**src/logic/tpio_pkg.sv**
```systemverilog
package tpio_pkg;

	// Port widths and alternate pin positions
	localparam int P0_WIDTH = 5;
	localparam int P1_WIDTH = 8;
	localparam int P3_WIDTH = 8;
	localparam int ADC_CHANNELS = 5;
	localparam int PWM_PIN = 4;
	localparam int OD_PINS = 3;
	localparam int IRQ0_PIN = 5;
	localparam int IRQ1_PIN = 6;
	localparam int T0_PIN = 7;

	// Register byte offsets
	localparam logic [7:0] OFS_P0_LATCH = 8'h00;
	localparam logic [7:0] OFS_P1_LATCH = 8'h04;
	localparam logic [7:0] OFS_P3_LATCH = 8'h08;
	localparam logic [7:0] OFS_P0_PINS = 8'h0c;
	localparam logic [7:0] OFS_P1_PINS = 8'h10;
	localparam logic [7:0] OFS_P3_PINS = 8'h14;
	localparam logic [7:0] OFS_CTRL = 8'h18;

	// Reset values
	localparam logic [7:0] LATCH_RST = 8'hff;
	localparam logic [4:0] CTRL_RST = 5'h00;

	// Control field positions
	localparam int CTRL_PWM_BIT = 0;
	localparam int CTRL_ADC_BIT = 1;
	localparam int CTRL_SEL_LSB = 2;
	localparam int CTRL_SEL_W = 3;

	// Bus encodings
	localparam logic [2:0] HSIZE_WORD = 3'h2;
	localparam logic [31:0] RD_ZERO = 32'h0000_0000;

	// Control register contents, pwm_en is bit 0
	typedef struct packed {
		logic [CTRL_SEL_W-1:0] adc_sel;
		logic adc_en;
		logic pwm_en;
	} tpio_ctrl_t;

	// Captured address phase
	typedef struct packed {
		logic act;
		logic wr;
		logic [2:0] idx;
	} tpio_aphase_t;

	// Register index
	typedef enum logic [2:0] {
		REG_P0_LATCH = 3'h0,
		REG_P1_LATCH = 3'h1,
		REG_P3_LATCH = 3'h2,
		REG_P0_PINS = 3'h3,
		REG_P1_PINS = 3'h4,
		REG_P3_PINS = 3'h5,
		REG_CTRL = 3'h6,
		REG_NONE = 3'h7
	} tpio_reg_t;

endpackage

```
**src/logic/tpio_gpio.sv**
```systemverilog
`timescale 1ns/100ps
module tpio_gpio
	import tpio_pkg::*;
#(
	parameter int P0_W = P0_WIDTH,
	parameter int P1_W = P1_WIDTH,
	parameter int P3_W = P3_WIDTH
) (
	// Clock and reset
	input wire logic ref_clk_in,
	input wire logic sys_rst_in,
	// AHB-Lite slave
	input wire logic hsel_in,
	input wire logic [31:0] haddr_in,
	input wire logic [1:0] htrans_in,
	input wire logic hwrite_in,
	input wire logic [2:0] hsize_in,
	input wire logic hready_in,
	input wire logic [31:0] hwdata_in,
	output logic [31:0] hrdata_out,
	output logic hreadyout_out,
	output logic hresp_out,
	// Port 0 pins
	input wire logic [P0_W-1:0] p0_pin_in,
	output logic [P0_W-1:0] p0_pin_out,
	output logic [P0_W-1:0] p0_pin_oe_out,
	// Port 1 pins
	input wire logic [P1_W-1:0] p1_pin_in,
	output logic [P1_W-1:0] p1_pin_out,
	output logic [P1_W-1:0] p1_pin_oe_out,
	// Port 3 pins
	input wire logic [P3_W-1:0] p3_pin_in,
	output logic [P3_W-1:0] p3_pin_out,
	output logic [P3_W-1:0] p3_pin_oe_out,
	// PWM generator, same clock
	input wire logic pwm_wave_in,
	// Alternate functions towards core
	output logic ext_irq0_input_out,
	output logic ext_irq1_input_out,
	output logic timer0_count_input_out,
	output logic adc_enable_out,
	output logic [CTRL_SEL_W-1:0] adc_select_out
);

	// Bus and register state
	tpio_aphase_t aph_q;
	tpio_ctrl_t ctrl_q;
	tpio_ctrl_t ctrl_d;
	logic [P0_W-1:0] lat0_q;
	logic [P0_W-1:0] lat0_d;
	logic [P1_W-1:0] lat1_q;
	logic [P1_W-1:0] lat1_d;
	logic [P3_W-1:0] lat3_q;
	logic [P3_W-1:0] lat3_d;

	// Pin synchronisers
	logic [P0_W-1:0] p0_s1_q;
	logic [P0_W-1:0] p0_s2_q;
	logic [P1_W-1:0] p1_s1_q;
	logic [P1_W-1:0] p1_s2_q;
	logic [P3_W-1:0] p3_s1_q;
	logic [P3_W-1:0] p3_s2_q;

	// Derived values
	logic [P1_W-1:0] p1_rd;
	logic [P0_W-1:0] p0_oe_d;
	logic [P0_W-1:0] p0_out_d;
	logic [P1_W-1:0] p1_oe_d;
	logic [P3_W-1:0] p3_oe_d;
	logic take;
	logic wr_dp;
	logic [31:0] rd_d;
	tpio_reg_t rd_idx;

	// Map a byte address to a register index
	function automatic tpio_reg_t decode(input logic [31:0] a);
		tpio_reg_t r;
		r = REG_NONE;
		if (a[31:8] == 24'h000000) begin
			case (a[7:0])
				OFS_P0_LATCH: r = REG_P0_LATCH;
				OFS_P1_LATCH: r = REG_P1_LATCH;
				OFS_P3_LATCH: r = REG_P3_LATCH;
				OFS_P0_PINS: r = REG_P0_PINS;
				OFS_P1_PINS: r = REG_P1_PINS;
				OFS_P3_PINS: r = REG_P3_PINS;
				OFS_CTRL: r = REG_CTRL;
				default: r = REG_NONE;
			endcase
		end
		return r;
	endfunction

	// Address phase accepted for any size; only word transfers decode to a register
	assign take = hsel_in && hready_in && htrans_in[1];
	assign rd_idx = (hsize_in == HSIZE_WORD) ? decode(haddr_in) : REG_NONE;
	assign wr_dp = aph_q.act && aph_q.wr;

	// Capture the address phase
	always_ff @(posedge ref_clk_in) begin
		if (sys_rst_in) begin
			aph_q <= '0;
		end else begin
			aph_q.act <= take;
			aph_q.wr <= hwrite_in;
			aph_q.idx <= rd_idx;
		end
	end

	// Next latch and control values from the write data phase
	always_comb begin
		lat0_d = lat0_q;
		lat1_d = lat1_q;
		lat3_d = lat3_q;
		ctrl_d = ctrl_q;
		if (wr_dp) begin
			case (tpio_reg_t'(aph_q.idx))
				REG_P0_LATCH: lat0_d = hwdata_in[P0_W-1:0];
				REG_P1_LATCH: lat1_d = hwdata_in[P1_W-1:0];
				REG_P3_LATCH: lat3_d = hwdata_in[P3_W-1:0];
				REG_CTRL: ctrl_d = hwdata_in[$bits(tpio_ctrl_t)-1:0];
				default: ctrl_d = ctrl_q;
			endcase
		end
	end

	// Output latches, all ones after reset so every pin is released
	always_ff @(posedge ref_clk_in) begin
		if (sys_rst_in) begin
			lat0_q <= LATCH_RST[P0_W-1:0];
			lat1_q <= LATCH_RST[P1_W-1:0];
			lat3_q <= LATCH_RST[P3_W-1:0];
		end else begin
			lat0_q <= lat0_d;
			lat1_q <= lat1_d;
			lat3_q <= lat3_d;
		end
	end

	// Control register and its copies for the converter
	always_ff @(posedge ref_clk_in) begin
		if (sys_rst_in) begin
			ctrl_q <= CTRL_RST;
			adc_enable_out <= 1'b0;
			adc_select_out <= '0;
		end else begin
			ctrl_q <= ctrl_d;
			adc_enable_out <= ctrl_d.adc_en;
			adc_select_out <= ctrl_d.adc_sel;
		end
	end

	// Two-flop synchronisers on every pin
	always_ff @(posedge ref_clk_in) begin
		if (sys_rst_in) begin
			p0_s1_q <= '1;
			p0_s2_q <= '1;
			p1_s1_q <= '1;
			p1_s2_q <= '1;
			p3_s1_q <= '1;
			p3_s2_q <= '1;
		end else begin
			p0_s1_q <= p0_pin_in;
			p0_s2_q <= p0_s1_q;
			p1_s1_q <= p1_pin_in;
			p1_s2_q <= p1_s1_q;
			p3_s1_q <= p3_pin_in;
			p3_s2_q <= p3_s1_q;
		end
	end

	// Port 1 read value; the channel under conversion reads zero
	always_comb begin
		p1_rd = p1_s2_q;
		for (int i = 0; i < ADC_CHANNELS; i++) begin
			if (ctrl_q.adc_en && (ctrl_q.adc_sel == i[CTRL_SEL_W-1:0])) begin
				p1_rd[i] = 1'b0;
			end
		end
	end

	// Alternate inputs follow the synchronised pins
	always_ff @(posedge ref_clk_in) begin
		if (sys_rst_in) begin
			ext_irq0_input_out <= 1'b1;
			ext_irq1_input_out <= 1'b1;
			timer0_count_input_out <= 1'b1;
		end else begin
			ext_irq0_input_out <= p1_s2_q[IRQ0_PIN];
			ext_irq1_input_out <= p1_s2_q[IRQ1_PIN];
			timer0_count_input_out <= p1_s2_q[T0_PIN];
		end
	end

	// Pin drive: a zero latch pulls low, a one releases to pull-up or float; PWM drives P0.4, the converter releases P1.0-P1.4
	always_comb begin
		p0_oe_d = ~lat0_q;
		p0_out_d = '0;
		if (ctrl_q.pwm_en) begin
			p0_oe_d[PWM_PIN] = 1'b1;
			p0_out_d[PWM_PIN] = pwm_wave_in;
		end
		p1_oe_d = ~lat1_q;
		if (ctrl_q.adc_en) begin
			p1_oe_d[ADC_CHANNELS-1:0] = '0;
		end
		p3_oe_d = ~lat3_q;
	end

	// Registered pin drivers
	always_ff @(posedge ref_clk_in) begin
		if (sys_rst_in) begin
			p0_pin_out <= '0;
			p0_pin_oe_out <= '0;
			p1_pin_out <= '0;
			p1_pin_oe_out <= '0;
			p3_pin_out <= '0;
			p3_pin_oe_out <= '0;
		end else begin
			p0_pin_out <= p0_out_d;
			p0_pin_oe_out <= p0_oe_d;
			p1_pin_out <= '0;
			p1_pin_oe_out <= p1_oe_d;
			p3_pin_out <= '0;
			p3_pin_oe_out <= p3_oe_d;
		end
	end

	// Read mux; latch values include a write finishing this cycle
	always_comb begin
		rd_d = RD_ZERO;
		case (rd_idx)
			REG_P0_LATCH: rd_d[P0_W-1:0] = lat0_d;
			REG_P1_LATCH: rd_d[P1_W-1:0] = lat1_d;
			REG_P3_LATCH: rd_d[P3_W-1:0] = lat3_d;
			REG_P0_PINS: rd_d[P0_W-1:0] = p0_s2_q;
			REG_P1_PINS: rd_d[P1_W-1:0] = p1_rd;
			REG_P3_PINS: rd_d[P3_W-1:0] = p3_s2_q;
			REG_CTRL: rd_d[$bits(tpio_ctrl_t)-1:0] = ctrl_d;
			default: rd_d = RD_ZERO;
		endcase
	end

	// Bus answer: zero wait states, always OKAY
	always_ff @(posedge ref_clk_in) begin
		if (sys_rst_in) begin
			hrdata_out <= RD_ZERO;
			hreadyout_out <= 1'b1;
			hresp_out <= 1'b0;
		end else begin
			hrdata_out <= (take && !hwrite_in) ? rd_d : RD_ZERO;
			hreadyout_out <= 1'b1;
			hresp_out <= 1'b0;
		end
	end
endmodule

```
**config.mk**
```make
export PLATFORM = sky130hd
export DESIGN_NAME = tpio_gpio
export DESIGN_NICKNAME = d
export VERILOG_FILES = /design/src/logic/tpio_pkg.sv /design/src/logic/tpio_gpio.sv
export SDC_FILE = /design/constraint.sdc
export NUM_CORES = 1
export LEC_CHECK = 0
export BUFFER_PORTS_ARGS = -buffer_cell sky130_fd_sc_hd__buf_2
export CELL_PAD_IN_SITES_DETAIL_PLACEMENT = 1
export CELL_PAD_IN_SITES_GLOBAL_PLACEMENT = 2
export CORE_UTILIZATION = 30
export CTS_CLUSTER_SIZE = 30
export DETAILED_ROUTE_END_ITERATION = 16
export PLACE_DENSITY = 0.81
export SYNTH_ARGS = -nofsm -noshare
export SYNTH_HDL_FRONTEND = slang
export SYNTH_SLANG_ARGS = --single-unit
```
**constraint.sdc**
```tcl
create_clock -name ref_clk_in -period 2.9 [get_ports ref_clk_in]
set_input_delay 0.58 -clock ref_clk_in [delete_from_list [all_inputs] [get_ports ref_clk_in]]
set_output_delay 0.58 -clock ref_clk_in [all_outputs]
set_load 0.05 [all_outputs]
```
# After elaboration in Yosys (flattened, before gate mapping)
# Index checks and enable logic that the tools add are counted.
totals:
  ff_bits: 134
  in_bits: 96
  output_inout_bits: 83
op_classes:
  n_eq_ne: 20
  n_mux: 19
  bitwise_logic: 5
  n_reduce_logical: 18
ops:
  columns: ["op", "count"]
  rows:
  - ["case mux 5 bit (7 select lines)", 1]
  - ["two-way mux 8 bit", 4]
  - ["== test 8 x 5 -> 1 bit, second input constant", 3]
  - ["logical NOT 24 bit", 1]
  - ["case mux 3 bit (7 select lines)", 1]
  - ["two-way mux 5 bit", 4]
  - ["== test 3 x 2 -> 1 bit, second input constant", 6]
  - ["== test 8 x 4 -> 1 bit, second input constant", 2]
  - ["inverter 8 bit", 2]
  - ["== test 3 bit, second input constant", 5]
  - ["case mux 3 bit (4 select lines)", 1]
  - ["== test 3 x 1 -> 1 bit, second input constant", 3]
  - ["logical AND 1 bit", 9]
  - ["logical NOT 3 bit", 3]
  - ["== test 8 x 3 -> 1 bit, second input constant", 1]
  - ["logical NOT 8 bit", 1]
  - ["two-way mux 1 bit", 6]
  - ["two-way mux 3 bit", 2]
  - ["OR reduction 2 bit", 3]
  - ["inverter 5 bit", 1]
  - ["inverter 1 bit", 2]
  - ["logical NOT 1 bit", 1]

# Longest topological paths before layout
depth:
  depth_word: 6
  mapped_depth: 6
  ltp_nobuf: 5

# Least setup slack after synthesis
# OpenSTA, ideal clock, no wires.
synth_path:
  path_kind: "input to register"
  startpoint: "input port haddr_in[25]"
  endpoint: "register hrdata_out[2]"
  arrival_time_ps: 1833
  path_slack_ps: 991
  cell_stages: 6
  n_path_buf: 1
  path_cell_list: "nor4_2 -> nand4_1 -> or2_0 -> buf_2 -> or3_4 -> a41oi_2"
synth_between:
  elab_chain_cells: 5
synth_rtl:
  columns: ["element", "line", "text"]
  rows:
  - ["start: declaration", "tpio_gpio.sv:14", "input wire logic [31:0] haddr_in,"]
  - ["logical NOT 24 bit *", "tpio_gpio.sv:79", "if (a[31:8] == 24'h000000) begin"]
  - ["two-way mux 3 bit *", "tpio_gpio.sv:79", null]
  - ["two-way mux 3 bit *", "tpio_gpio.sv:96", "assign rd_idx = (hsize_in == HSIZE_WORD) ? decode(haddr_in) : REG_NONE;"]
  - ["== test 3 bit, or another cell as far along", "tpio_gpio.sv:232", "case (rd_idx)"]
  - ["case mux 5 bit (7 select lines) *", "tpio_gpio.sv:232", null]
  - ["end signal: assignment", "tpio_gpio.sv:251", "hrdata_out <= (take && !hwrite_in) ? rd_d : RD_ZERO;"]
  - ["end: declaration", "tpio_gpio.sv:20", "output logic [31:0] hrdata_out,"]
# Every way passes the cells marked *; elsewhere a longest branch is shown, timed or not.
# A chain may end at the register's enable or synchronous reset.

# Final worst setup path
layout_path:
  startpoint: "input port haddr_in[20]"
  endpoint: "register hrdata_out[3]"
# The elaborated chain is that of the path after synthesis.

==> results_dict.tcl <==
set metrics [dict create \
    critPathTopFamily "simple AND/OR/NAND/NOR gates" \
    io_pins 179 \
    grt_start_max_net_pins 98 \
    synth-seq-area-share_pct 50.40 \
    die_y_um 120.5 \
    max_clock_freq_mhz 514.9 \
    hold_violations 0 \
    grt_util_met3_pct 2.972 \
    placed_cell_area_mm2 0.004683 \
    port_buffers 107 \
    synth.avg_cell_area_um2 10.17 \
    peakVddDrop_v 0.0002886 \
    cts_tree "built" \
    grt_usage_pct 14.05 \
    synth_common_cells "106 x dfxtp_1, 49 x buf_4, 47 x or2_2" \
    clkPwrFrac_pct 41.6 \
    worstPathMaxFanout 7 \
    ctsResizeCount 0 \
    initialDrtViolationCount 159 \
    grt_util_met2_pct 23.02 \
    via_per_inst 4.378 \
    clkTransAtPathRegs_ps 80 \
    fin_area_mm2 0.005004 \
    die_area_mm2 0.01451 \
    fin_skew_ps 6.595 \
    core-area_mm2 0.01345 \
    synthArstFlopShare_pct 0 \
    post-route-period-util_pct 66.97 \
    cts.path.max_buffers 2 \
    syn_area_mm2 0.004210 \
    cp_data_arrival_time_ps 2190 \
    critPathMaxStageDelay_ps 430 \
    powerDensity_mw_per_mm2 615.0 \
    gp_congestion 0.8092 \
    cts_sinks 106 \
    synthTopCellsByArea "dfxtp_1 50%, buf_4 8.7%, or2_2 7.0%" \
    synth-xor-area-share_pct 0 \
    dr.pass1.iters 4 \
    htree_levels 3 \
    totalWireLength_um 9659 \
    path_class "in -> reg" \
    yosysWarnings 0 \
    internal_power_uw 2265 \
    post-cts-setup-buffers 0 \
    drive_above_1_share_pct 36.38 \
    swShare_pct 26.40 \
    grt_pass1_wl_um 15610 \
    synth_edf_count 0 \
    rsz0062_at_grt "false" \
    drtAntennaViolNets 0 \
    clkLatencyLatePin_ps 350 \
    slew_headroom_pct 46.99 \
    grt_antenna_before_repair 0 \
    timing_worst_slew_pin_value_ps 795.1 \
    cp-start-kind "input pin" \
    cts_hold_buffers 0 \
    post-synth-top-count-cell "dfxtp_1" \
    grt.met1_usage_pct 17.96 \
    fin_nets 605 \
    top_usage_layer "met2" \
    synth.area.mux_share_pct 6.003 \
    end_kind "flop" \
    drv_cap 0 \
    yosys.area_share.simple_pct 24.04 \
    n_antenna_cell 0 \
    start_util_pct 31.30 \
    timing.setup.tns_ps 0 \
    required_ps 3150 \
    setup_viol 0 \
    rows 42 \
    hpwl_um 7242 \
    p_leak_uw 0.002234 \
    via_count 3021 \
    outcome "finished clean" \
    syn_to_final_growth_pct 18.84 \
    synth_fa_ha_area_share_pct 0 \
    grt_overflow 0 \
    synth_top_cell_area_share_pct 50.40 \
    synth-compound-area-share_pct 8.024 \
    first_global_vias 2994 \
    path_buf_inv 1 \
    maxSlewViolCount 0 \
    synth_top_family_by_area "simple AND/OR/NAND/NOR gates" \
    netlist_instances 414 \
    die_w_um 120.5 \
    cts-root-buf "clkbuf_16" \
    ys.flop_type "dfxtp_1" \
    cp_slowest_cell "or3_1" \
    cts_buffers 9 \
    path_cells "buf_2, nor4_2, nand4_1, or2_0, or3_1, a41oi_1" \
    synth_top_cell_by_area "dfxtp_1" \
    switching_power_uw 812.5 \
    combPwrFrac_pct 9.7 \
    min_period_ps 1942 \
    ys_types 58 \
    drc 0 \
    wl_per_cell_um 14.00 \
    hp-class "in -> reg" \
    pwr-share-seq_pct 48.7 \
    ys_seq_elements 106 \
]
-- per-layer routing --
layer	vias up	wire, µm
met5	-	0
met4	0	152
met3	11	553
met2	97	4507
met1	1411	4445
li1	1502	-
-- cell type report --
type | instances | area [µm²]
clock buffers | 9 | 225.2
clock inverters | 7 | 95.09
fillers | 1585 | 8449
inverters | 4 | 15.01
multi-input cells | 279 | 1775
flip-flops and latches | 106 | 2122
well taps | 176 | 220.2
repair buffers | 109 | 550.5
-- power by group through the flow --
| stage | clock network (µW) | logic, µW | registers [µW] |
|---|---|---|---|
| after floorplan | 0 | 267 | 1530 |
| after global placement | 0 | 295 | 1530 |
| after detailed placement | 0 | 299 | 1530 |
| after CTS | 1320 | 299 | 1500 |
| after global routing | 1380 | 321 | 1500 |
| final | 1280 | 298 | 1500 |
-- sequential cells by signal, indices dropped and copies added (netlist names), 8 cells and up --
signal and cells:
p1_pin_oe_out 8, p3_pin_oe_out 8, lat3_q 8, p3_s2_q 8
p1_s2_q 8, p3_s1_q 8, lat1_q 8, p1_s1_q 8
hrdata_out 8
-- stage by stage --
| stage | instances | hold WS, ps | utilization, % | setup WS, ps | power, µW |
|---|---|---|---|---|---|
| detailed placement | 674 | 397.6 | 34.81 | 584.7 | 1833 |
| global route | 690 | 402.3 | 37.19 | 839.4 | 3204 |
| finish | 690 | 410.0 | 37.19 | 957.7 | 3077 |
| floorplan | 458 | 386.0 | - | 990.6 | 1802 |
| CTS | 690 | 401.0 | 37.19 | 956.2 | 3118 |
| global placement | 674 | 393.7 | 34.81 | 603.5 | 1828 |
-- kinds of logic after synthesis --
group                  after synthesis
AOI/OAI and AO/OA                   46
other                                2
buffers and inverters               73
and+or+nand+nor                    162
muxes                               25
DFF                                106
-- worst paths after layout --
kind	from	endpoint	slack, ps	cells after the start
worst max-delay path	haddr_in[20]	hrdata_out[3]$_SDFF_PP0_	960	6
worst min-delay path	p1_pin_in[1]	p1_s1_q[1]$_SDFF_PP1_	410	2
worst max register to register	aph_q[2]$_SDFF_PP0_	hrdata_out[4]$_SDFF_PP0_	970	5
worst min register to register	p1_s1_q[3]$_SDFF_PP1_	p1_s2_q[3]$_SDFF_PP1_	410	1
-- cell usage in the layout, fill, tap and decap left out, types with 5 or more instances in the layout --
cell type  Yosys  routed
nand2_1        9       9
dfxtp_1      106     106
and3_1         5       5
mux2i_1       23      23
nand2b_1      15      15
nor3_1         6       6
nor4_2         5       5
or2_2         47      47
o21ai_0        6       6
nand3_1        8       8
clkbuf_16      0       9
a21oi_1        6       6
conb_1         2      46
nor2_1        33      33
buf_2          1     107
Power figures use the tool's default switching activity.
